===== src/logic/xum_pkg.sv =====
// Purpose: constants and carriers for the extension unlock and misc control bank
// Assumes: indexed access through the sequencer data port, 8-bit data
// Notes: indices are the printed register indices
//
// Behaviour
// - access field xxx1x010 unlocks extensions; unlock register reads 12h
// - any other access value locks extensions; unlock register reads 0fh
// - reserved and unused bits reset to zero
// - memory data lines 14..12 captured at reset into mode bits 6..4
// - mode bit 0 set gives eight pixels per character clock
// - mode bit 0 set gives packed-pixel consecutive addressing
// - otherwise no packed addressing; chain-4 uses every fourth address
// - symmetrical addressing bit resets from dual column-strobe strap
// - strap high resets symmetrical bit to one
// - strap low resets symmetrical bit to zero
// - misc bit 6 set suppresses the 16-bit memory chip select
// - misc bits 2..0 read switch inputs three to one
// - misc bit 3 selects suspend polarity, zero active high
`default_nettype none
package xum_pkg;
  localparam logic [7:0] IDX_UNLOCK = 8'h06;
  localparam logic [7:0] IDX_MODE = 8'h07;
  localparam logic [7:0] IDX_MISC = 8'h08;
  localparam logic [7:0] UNLOCK_READ = 8'h12;
  localparam logic [7:0] LOCK_READ = 8'h0f;
  localparam logic [4:0] UNLOCK_MASK = 5'h17;
  localparam logic [4:0] UNLOCK_VAL = 5'h12;
  localparam logic [4:0] ACCESS_RESET = 5'h00;
  localparam int MODE_PACKED_BIT = 0;
  localparam int MODE_SENSE_LSB = 4;
  localparam int MISC_SYM_BIT = 7;
  localparam int MISC_NOCS16_BIT = 6;
  localparam int MISC_STBY_BIT = 5;
  localparam int MISC_BKLT_BIT = 4;
  localparam int MISC_SUSP_BIT = 3;
  localparam logic [3:0] PIX_PER_CHAR_PACKED = 4'h8;
  localparam logic [3:0] PIX_PER_CHAR_NORMAL = 4'h4;
  localparam logic [2:0] ADDR_STEP_PACKED = 3'h1;
  localparam logic [2:0] ADDR_STEP_CHAIN4 = 3'h4;
  localparam logic [2:0] ADDR_STEP_PLANAR = 3'h1;

  typedef struct packed {
    logic wr;
    logic rd;
    logic [7:0] idx;
    logic [7:0] wdata;
  } xum_req_t;

  typedef struct packed {
    logic sym_addr;
    logic nocs16;
    logic rst_standby;
    logic rst_backlight;
    logic susp_low;
    logic packed_pix;
  } xum_ctrl_t;
endpackage : xum_pkg
`default_nettype wire


===== src/logic/xum_regs.sv =====
// Purpose: extension unlock, extended mode and miscellaneous control registers
// Assumes: one-cycle wr/rd strobes with index from the sequencer port decode
// Notes: read data is registered, valid the cycle after rd
`timescale 1ns/1ps
`default_nettype none
module xum_regs (
  input wire logic core_clk,
  input wire logic rst_n,
  input wire xum_pkg::xum_req_t req,
  output logic [7:0] rdata,
  input wire logic [2:0] memory_data_sense_lines,
  input wire logic dual_column_strobe_select,
  input wire logic switch_input_one,
  input wire logic switch_input_two,
  input wire logic switch_input_three,
  input wire logic suspend_pin,
  input wire logic mem_access,
  input wire logic chain4_mode,
  output xum_pkg::xum_ctrl_t ctrl,
  output logic ext_unlocked,
  output logic [3:0] pix_per_char,
  output logic [2:0] addr_step,
  output logic memcs16_req,
  output logic suspend_active
);
  import xum_pkg::*;

  logic [1:0] rst_sync_ff;
  logic [1:0] fill_ff;
  logic srst_n;
  logic [2:0] sense_s;
  logic [2:0] sw_s;
  logic strap_s;
  logic susp_s;
  logic [4:0] access_ff;
  logic unlocked;
  logic [2:0] sense_ff;
  logic sense_taken_ff;
  logic packed_ff;
  logic sym_ff;
  logic sym_taken_ff;
  logic nocs16_ff;
  logic stby_ff;
  logic bklt_ff;
  logic susp_low_ff;
  logic [7:0] rdata_ff;
  logic [7:0] nxt_rdata;
  logic [3:0] ppc_ff;
  logic [2:0] step_ff;
  logic cs16_ff;
  logic susp_act_ff;

  function automatic logic is_unlock(input logic [4:0] v);
    is_unlock = (v & UNLOCK_MASK) == UNLOCK_VAL;
  endfunction : is_unlock

  always_ff @(posedge core_clk or negedge rst_n) begin
    if (!rst_n) begin
      rst_sync_ff <= 2'h0;
    end else begin
      rst_sync_ff <= {rst_sync_ff[0], 1'b1};
    end
  end
  assign srst_n = rst_sync_ff[1];

  // the synchroniser shows zeros for two edges after release; straps wait for real levels
  always_ff @(posedge core_clk or negedge srst_n) begin
    if (!srst_n) begin
      fill_ff <= 2'h0;
    end else begin
      fill_ff <= {fill_ff[0], 1'b1};
    end
  end

  xum_sync #(.W(8)) u_sync (
    .core_clk(core_clk),
    .rst_n(srst_n),
    .d({memory_data_sense_lines, switch_input_three, switch_input_two,
        switch_input_one, dual_column_strobe_select, suspend_pin}),
    .q({sense_s, sw_s, strap_s, susp_s})
  );

  assign unlocked = is_unlock(access_ff);

  // access field stores bits 4..0 of any written value
  always_ff @(posedge core_clk or negedge srst_n) begin
    if (!srst_n) begin
      access_ff <= ACCESS_RESET;
    end else if (req.wr && req.idx == IDX_UNLOCK) begin
      access_ff <= req.wdata[4:0];
    end
  end

  // straps caught once the synchronised level is valid after release
  always_ff @(posedge core_clk or negedge srst_n) begin
    if (!srst_n) begin
      sense_ff <= 3'h0;
      sense_taken_ff <= 1'b0;
    end else if (!sense_taken_ff && fill_ff[1]) begin
      sense_ff <= sense_s;
      sense_taken_ff <= 1'b1;
    end
  end

  // packed-pixel select; locked writes ignored
  always_ff @(posedge core_clk or negedge srst_n) begin
    if (!srst_n) begin
      packed_ff <= 1'b0;
    end else if (req.wr && unlocked && req.idx == IDX_MODE) begin
      packed_ff <= req.wdata[MODE_PACKED_BIT];
    end
  end

  // symmetrical addressing reset value follows the strap
  always_ff @(posedge core_clk or negedge srst_n) begin
    if (!srst_n) begin
      sym_ff <= 1'b0;
      sym_taken_ff <= 1'b0;
    end else if (req.wr && unlocked && req.idx == IDX_MISC) begin
      sym_ff <= req.wdata[MISC_SYM_BIT];
      sym_taken_ff <= 1'b1;
    end else if (!sym_taken_ff && fill_ff[1]) begin
      sym_ff <= strap_s;
      sym_taken_ff <= 1'b1;
    end
  end

  // remaining misc control bits
  always_ff @(posedge core_clk or negedge srst_n) begin
    if (!srst_n) begin
      nocs16_ff <= 1'b0;
      stby_ff <= 1'b0;
      bklt_ff <= 1'b0;
      susp_low_ff <= 1'b0;
    end else if (req.wr && unlocked && req.idx == IDX_MISC) begin
      nocs16_ff <= req.wdata[MISC_NOCS16_BIT];
      stby_ff <= req.wdata[MISC_STBY_BIT];
      bklt_ff <= req.wdata[MISC_BKLT_BIT];
      susp_low_ff <= req.wdata[MISC_SUSP_BIT];
    end
  end

  always_comb begin
    nxt_rdata = 8'h00;
    case (req.idx)
      IDX_UNLOCK: nxt_rdata = unlocked ? UNLOCK_READ : LOCK_READ;
      IDX_MODE: begin
        if (unlocked) begin
          nxt_rdata = {1'b0, sense_ff, 3'h0, packed_ff};
        end
      end
      IDX_MISC: begin
        if (unlocked) begin
          nxt_rdata = {sym_ff, nocs16_ff, stby_ff, bklt_ff, susp_low_ff, sw_s};
        end
      end
      default: nxt_rdata = 8'h00;
    endcase
  end

  // locked reads of other extensions give zero
  always_ff @(posedge core_clk or negedge srst_n) begin
    if (!srst_n) begin
      rdata_ff <= 8'h00;
    end else if (req.rd) begin
      rdata_ff <= nxt_rdata;
    end
  end

  // display pipeline steering
  always_ff @(posedge core_clk or negedge srst_n) begin
    if (!srst_n) begin
      ppc_ff <= PIX_PER_CHAR_NORMAL;
      step_ff <= ADDR_STEP_PLANAR;
    end else if (packed_ff) begin
      ppc_ff <= PIX_PER_CHAR_PACKED;
      step_ff <= ADDR_STEP_PACKED;
    end else begin
      ppc_ff <= PIX_PER_CHAR_NORMAL;
      step_ff <= chain4_mode ? ADDR_STEP_CHAIN4 : ADDR_STEP_PLANAR;
    end
  end

  // chip select suppressed for display memory; polarity
  always_ff @(posedge core_clk or negedge srst_n) begin
    if (!srst_n) begin
      cs16_ff <= 1'b0;
      susp_act_ff <= 1'b0;
    end else begin
      cs16_ff <= mem_access && !nocs16_ff;
      susp_act_ff <= susp_low_ff ? !susp_s : susp_s;
    end
  end

  assign rdata = rdata_ff;
  assign ext_unlocked = unlocked;
  assign pix_per_char = ppc_ff;
  assign addr_step = step_ff;
  assign memcs16_req = cs16_ff;
  assign suspend_active = susp_act_ff;
  assign ctrl = '{sym_addr: sym_ff, nocs16: nocs16_ff, rst_standby: stby_ff,
                  rst_backlight: bklt_ff, susp_low: susp_low_ff, packed_pix: packed_ff};

  property p_unlock_read;
    @(posedge core_clk) disable iff (!srst_n)
      req.rd && req.idx == IDX_UNLOCK |=> rdata == ($past(unlocked) ? UNLOCK_READ : LOCK_READ);
  endproperty
  a_unlock_read: assert property (p_unlock_read) else $error("unlock readback wrong");

  property p_lock_after_bad;
    @(posedge core_clk) disable iff (!srst_n)
      req.wr && req.idx == IDX_UNLOCK && (req.wdata[4:0] & UNLOCK_MASK) != UNLOCK_VAL
      |=> !ext_unlocked;
  endproperty
  a_lock_after_bad: assert property (p_lock_after_bad) else $error("not locked");

  property p_locked_read_zero;
    @(posedge core_clk) disable iff (!srst_n)
      req.rd && !unlocked && req.idx != IDX_UNLOCK |=> rdata == 8'h00;
  endproperty
  a_locked_read_zero: assert property (p_locked_read_zero) else $error("locked read");

  property p_locked_write;
    @(posedge core_clk) disable iff (!srst_n)
      req.wr && !unlocked && req.idx == IDX_MODE |=> $stable(packed_ff);
  endproperty
  a_locked_write: assert property (p_locked_write) else $error("locked write took");

  property p_sense;
    @(posedge core_clk) disable iff (!srst_n)
      $rose(sense_taken_ff) |-> sense_ff == $past(sense_s);
  endproperty
  a_sense: assert property (p_sense) else $error("sense strap not latched");

  property p_packed;
    @(posedge core_clk) disable iff (!srst_n)
      packed_ff ##1 packed_ff |-> pix_per_char == PIX_PER_CHAR_PACKED
        && addr_step == ADDR_STEP_PACKED;
  endproperty
  a_packed: assert property (p_packed) else $error("packed mode not applied");

  property p_chain4;
    @(posedge core_clk) disable iff (!srst_n)
      !packed_ff && chain4_mode |=> addr_step == ADDR_STEP_CHAIN4;
  endproperty
  a_chain4: assert property (p_chain4) else $error("chain4 step wrong");

  property p_strap;
    @(posedge core_clk) disable iff (!srst_n)
      $rose(sym_taken_ff) && !$past(req.wr) |-> sym_ff == $past(strap_s);
  endproperty
  a_strap: assert property (p_strap) else $error("strap reset value wrong");

  property p_cs16;
    @(posedge core_clk) disable iff (!srst_n)
      mem_access && nocs16_ff |=> !memcs16_req;
  endproperty
  a_cs16: assert property (p_cs16) else $error("cs16 not suppressed");

  property p_susp;
    @(posedge core_clk) disable iff (!srst_n)
      1'b1 |=> suspend_active == ($past(susp_low_ff) ^ $past(susp_s));
  endproperty
  a_susp: assert property (p_susp) else $error("suspend polarity wrong");

  property p_switch;
    @(posedge core_clk) disable iff (!srst_n)
      req.rd && unlocked && req.idx == IDX_MISC |=> rdata[2:0] == $past(sw_s);
  endproperty
  a_switch: assert property (p_switch) else $error("switch read wrong");

  property p_unlock_write;
    @(posedge core_clk) disable iff (!srst_n)
      req.wr && req.idx == IDX_UNLOCK && (req.wdata[4:0] & UNLOCK_MASK) == UNLOCK_VAL
      |=> ext_unlocked;
  endproperty
  a_unlock_write: assert property (p_unlock_write) else $error("not unlocked");

  property p_mode_write;
    @(posedge core_clk) disable iff (!srst_n)
      req.wr && unlocked && req.idx == IDX_MODE |=> packed_ff == $past(req.wdata[0]);
  endproperty
  a_mode_write: assert property (p_mode_write) else $error("mode write lost");

  property p_packed_step;
    @(posedge core_clk) disable iff (!srst_n)
      packed_ff |=> addr_step == ADDR_STEP_PACKED;
  endproperty
  a_packed_step: assert property (p_packed_step) else $error("packed step wrong");

  property p_planar;
    @(posedge core_clk) disable iff (!srst_n)
      !packed_ff && !chain4_mode |=> addr_step == ADDR_STEP_PLANAR
        && pix_per_char == PIX_PER_CHAR_NORMAL;
  endproperty
  a_planar: assert property (p_planar) else $error("planar steering wrong");

  property p_cs16_pass;
    @(posedge core_clk) disable iff (!srst_n)
      mem_access && !nocs16_ff |=> memcs16_req;
  endproperty
  a_cs16_pass: assert property (p_cs16_pass) else $error("cs16 missing");

  // the strap may still land during a locked write, so only check once it is taken
  property p_locked_misc;
    @(posedge core_clk) disable iff (!srst_n)
      req.wr && !unlocked && req.idx == IDX_MISC && sym_taken_ff |=> $stable(ctrl);
  endproperty
  a_locked_misc: assert property (p_locked_misc) else $error("locked misc write took");

  property p_sense_hold;
    @(posedge core_clk) disable iff (!srst_n)
      sense_taken_ff |=> $stable(sense_ff);
  endproperty
  a_sense_hold: assert property (p_sense_hold) else $error("sense strap changed");
endmodule : xum_regs
`default_nettype wire


===== src/logic/xum_sync.sv =====
// Purpose: two flip-flop synchroniser for pin levels
// Assumes: pins are asynchronous to core_clk
// Notes: first stage feeds only the second
`timescale 1ns/1ps
`default_nettype none
module xum_sync #(
  parameter int W = 1
) (
  input wire logic core_clk,
  input wire logic rst_n,
  input wire logic [W-1:0] d,
  output logic [W-1:0] q
);
  logic [W-1:0] meta_ff;
  logic [W-1:0] q_ff;

  always_ff @(posedge core_clk or negedge rst_n) begin
    if (!rst_n) begin
      meta_ff <= '0;
      q_ff <= '0;
    end else begin
      meta_ff <= d;
      q_ff <= meta_ff;
    end
  end

  assign q = q_ff;
endmodule : xum_sync
`default_nettype wire


===== config.mk =====
export PLATFORM = sky130hd
export DESIGN_NAME = xum_regs
export DESIGN_NICKNAME = d
export VERILOG_FILES = /design/src/logic/xum_pkg.sv /design/src/logic/xum_regs.sv /design/src/logic/xum_sync.sv
export SDC_FILE = /design/constraint.sdc
export NUM_CORES = 1
export LEC_CHECK = 0
export ABC_AREA = 0
export BUFFER_PORTS_ARGS = -buffer_cell sky130_fd_sc_hd__buf_2
export CAP_MARGIN = 20
export CORE_UTILIZATION = 40
export CTS_CLUSTER_DIAMETER = 200
export DETAILED_ROUTE_END_ITERATION = 16
export SLEW_MARGIN = 10
export SYNTH_ARGS = -nofsm -noshare
export SYNTH_HDL_FRONTEND = slang
export SYNTH_SLANG_ARGS = --single-unit

===== constraint.sdc =====
create_clock -name core_clk -period 4.7 [get_ports core_clk]
set_input_delay 0.47 -clock core_clk [delete_from_list [all_inputs] [get_ports core_clk]]
set_output_delay 0.47 -clock core_clk [all_outputs]
set_load 0.01 [all_outputs]

-- Yosys cells after proc, flatten, opt, wreduce, memory -nomap -nowiden
Cells that the tools add are included.
- bits in registers: 53
- input port bits: 30
- reductions and logical operators: 12
- muxes and demuxes: 12
- equal/unequal tests: 4
- operators with widths (cell ; count):
    $pmux W8 S3 ; 1
    $eq A8 B3 Y1 const B ; 2
    $eq A8 B4 Y1 const B ; 1
    $mux W8 ; 1
    $logic_and A1 B1 Y1 ; 7
    $mux W7 ; 1
    $mux W3 ; 2
    $mux W1 ; 5
    $mux W5 ; 1
    $eq A4 B4 Y1 const B ; 1
    $logic_not A1 Y1 ; 4
    $mux W4 ; 1
    $reduce_bool A2 Y1 ; 1

-- Logic depth before layout (Yosys ltp)
- depth in word-level cells: 4
- depth in mapped cells: 5

-- By module
Synthesis repeated with hierarchy kept, for this count alone.
- cell total of the unflattened synthesis: 124
- area, all modules: 1836.8 sq um
- by module, submodules not included (module ; times used ; cells an instance ; area an instance (sq um)):
    xum_regs ; 1 ; 108 ; 1436.4
    xum_sync ; 1 ; 16 ; 400.4

-- Least setup slack after synthesis
Ideal clock, no wire load.
- kind: input to register
- start point: input req[13] (netlist bit)
- end point: register access_ff[0]
- path slack: 3.026 ns
- data arrival time: 1.547 ns
- stages: 4
- setup time: 0.127 ns
- required time: 4.573 ns
- cells stage by stage: nor4_4 nor3b_4 nand2_2 mux2_1
- word-level cells in the longest chain between the ends: 2
- RTL lines (element ; line ; RTL):
    from (decl) ; xum_regs.sv:9 ; input wire xum_pkg::xum_req_t req,
    $eq A8 B3 Y1 ; xum_regs.sv:89 ; end else if (req.wr && req.idx == IDX_UNLOCK) begin
    $logic_and A1 B1 Y1 ; xum_regs.sv:89 ;
    to (signal assigned) ; xum_regs.sv:90 ; access_ff <= req.wdata[4:0];
    to (decl) ; xum_regs.sv:35 ; logic [4:0] access_ff;
Every way passes these cells.
A chain may end at the register's enable or synchronous reset.

-- Worst setup path after layout
- start point: register access_ff[2]
- end point: output ext_unlocked
- word-level cells in the longest chain between the ends: 1
- RTL lines (element ; line ; RTL):
    $eq A4 B4 Y1 ; xum_regs.sv:54 ; is_unlock = (v & UNLOCK_MASK) == UNLOCK_VAL;
    to (decl) ; xum_regs.sv:20 ; output logic ext_unlocked,
Every way passes these cells.

==> impl_metrics.json <==
{
  "drt_iter0_markers": 74,
  "hold_path_depth": 1,
  "grt_start_max_net_pins": 48,
  "slowest_stage": "nor4bb_1",
  "synth_top_family_by_area": "simple AND/OR/NAND/NOR gates",
  "rsz0062_at_grt": "no",
  "rows": 24,
  "syn_inst": 129,
  "synth_warnings": 0,
  "r2r_setup_slack_ns": 2.56,
  "arrival_ns": 1.73,
  "die_h_um": 69.3,
  "synthAdderAreaFrac_pct": 0,
  "grt-ovfl-total": 0,
  "ant_nets": 0,
  "cts-root-buf": "clkbuf_8",
  "finalCritPeriodShare_pct": 46.9,
  "ys_seq_area_share_pct": 67.8,
  "cts.path.max_buffers": 2,
  "cp-start-kind": "flip-flop",
  "worstHoldPathType": "in2reg",
  "crit_start": "access_ff[2]$_DFFE_PN0P_",
  "cts_hold_buf": 1,
  "grt_util_all_layers_pct": 14.0,
  "drc": 0,
  "p_leak_nw": 1.07,
  "dieArea_um2": 4800,
  "min_from": "memory_data_sense_lines[2]",
  "ys_ff_latch": 49,
  "ir_drop_uv": 222,
  "post_cts_buffers": 0,
  "syn2layout_area_growth_pct": 20.0,
  "status": "finished clean",
  "path_cells": "nor4bb_1 > buf_2",
  "antenna_found_initial": 0,
  "start_util_pct": 41.6,
  "critPathMaxFanout": 7,
  "endpoint_kind": "output port",
  "placed_area_um2": 2060,
  "core_area_um2": 4350,
  "drive_above_1_share_pct": 40.6,
  "layout_common_cells": "50 x buf_2, 46 x dfrtp_1, 7 x nor2_1, 7 x mux2_2, 7 x clkbuf_8",
  "h-tree-depth": 2,
  "grt_pass1_wl_mm": 5.18,
  "maxSlewViolCount": 0,
  "num_antenna_cells": 0,
  "cts_resized": 0,
  "layout_commonest_cell": "buf_2",
  "synthSimpleGateAreaFrac_pct": 11.9,
  "viasPerCell": 4.86,
  "cpPeakStageDelay_ns": 0.77,
  "die_w_um": 69.3,
  "worst_pin_slew_ns": 0.974,
  "wirelength_mm": 3.11,
  "cap_violations": 0,
  "drt-pass1-iter-count": 4,
  "netlist_area_um2": 1810,
  "crit_required_ns": 4.23,
  "r2r_cells": 3,
  "final_hold_viol_count": 0,
  "avgRoutedWirePerCell_um": 13.4,
  "routabilityCongestion": 0.720,
  "period_needed_ns": 2.20,
  "final.setup_skew_ns": 0.0107,
  "slew_headroom_pct": 35.0,
  "final.setup.tns_ns": 0,
  "clk_pin_slew_ns": 0.09,
  "num-nets-final": 209,
  "setup_violations": 0,
  "synthMuxAreaShare_pct": 7.39,
  "hpwl_mm": 2.30,
  "clk_latency_ns": 0.30,
  "cts_tree": "built",
  "synth_compound_area_share_pct": 6.70,
  "vias": 1128,
  "report.power.total_w": 0.000749,
  "power_density_nw_per_um2": 345,
  "critPathKind": "reg2out",
  "grt_pass1_vias": 1121,
  "reg2reg_from": "access_ff[2]$_DFFE_PN0P_",
  "syn_avg_cell_area_um2": 14.0,
  "portBuffers": 50,
  "synth_cell_type_count": 35,
  "num_io_pins": 54,
  "final_area_um2": 2170,
  "yosys.area_share.xor_xnor_pct": 0.483,
  "whs_ns": 0.273,
  "cts_sinks": 49,
  "max_freq_mhz": 454,
  "cts_made_buffers": 5
}
cell usage after synthesis, drive strengths merged:
library cell / instances / area, um2
nand4: 2 / 12.5
a21oi: 6 / 30.0
nor2: 7 / 26.3
and4b: 1 / 10.0
nand3b: 1 / 7.51
nand2: 6 / 25.0
mux2i: 1 / 10.0
o2111ai: 1 / 8.76
conb: 2 / 7.51
and3: 2 / 12.5
a22o: 1 / 8.76
buf: 11 / 76.3
a31oi: 2 / 12.5
and2: 1 / 6.26
a32oi: 2 / 17.5
nor4: 1 / 21.3
or2: 1 / 6.26
mux2: 11 / 124
nand2b: 1 / 6.26
o21ai: 2 / 10.0
dfrtp: 47 / 1180
nor3b: 1 / 18.8
xor2: 1 / 8.76
o2bb2ai: 3 / 26.3
nor4bb: 1 / 10.0
dfstp: 2 / 52.6
nor2b: 4 / 25.0
nor4b: 1 / 23.8
nand3: 1 / 5.00
o21bai: 1 / 7.51
inv: 5 / 18.8
critical path, delay by kind of cell, from the launching register on:
kind	cells	cell delay, ns
AND/OR/NAND/NOR	1	0.77
buffers and inverters	1	0.27
flip-flops	1	0.40
sequential cells by signal, indices dropped and copies added (netlist names), 2 cells and up:
name            cells
u_sync.q            8
sense_ff            3
fill_ff             2
rdata               8
rst_sync_ff         2
pix_per_char        2
u_sync.meta_ff      8
access_ff           4
addr_step           2
through the flow:
stage / instances / worst slack [ns] / utilization, %
2_1_floorplan: 132 / 3.03 / -
3_3_place_gp: 223 / 2.70 / 47.4
3_5_place_dp: 223 / 2.54 / 47.4
4_1_cts: 232 / 2.47 / 49.9
5_1_grt: 232 / 2.31 / 49.9
6_report: 232 / 2.50 / 49.9
worst paths after layout:
check | end
min in group asynchronous | rdata[1]$_DFFE_PN0P_
max in group asynchronous | nocs16_ff$_DFFE_PN0P_
worst max-delay path | ext_unlocked
worst max register to register | nocs16_ff$_DFFE_PN0P_
worst min register to register | u_sync.q[6]$_DFF_PN0_
worst min-delay path | u_sync.meta_ff[7]$_DFF_PN0_
power by group:
part	switching [W]	internal, W	total, W	leakage [nW]
Sequential	0.0000129	0.000438	0.000451	0.598
Combinational	0.0000189	0.0000187	0.0000376	0.417
Clock	0.000127	0.000133	0.000260	0.0542
Total	0.000159	0.000590	0.000749	1.07
metal layers:
metal	vias up	global-route usage (%)	part of all wire, %
li1	529	-	-
met1	551	17.5	44
met2	42	22.1	47
met3	6	5.38	7.1
met4	0	5.44	1.8
met5	-	0	0
layout make-up:
| class | instances | area, um2 |
|---|---|---|
| multi-input cells | 67 | 499 |
| fillers | 395 | 2180 |
| clock buffers | 7 | 96.3 |
| repair buffers | 51 | 260 |
| inverters | 5 | 18.8 |
| clock inverters | 1 | 5.00 |
| well taps | 52 | 65.1 |
| flip-flops and latches | 49 | 1230 |
kinds of logic after synthesis:
group | count (synthesis)
flip-flops | 49
AND/OR/NAND/NOR | 31
AO/OA/AOI/OAI | 18
buffers and inverters | 16
multiplexers | 12
other | 2
XOR/XNOR | 1
(Power assumes the default switching activity.)
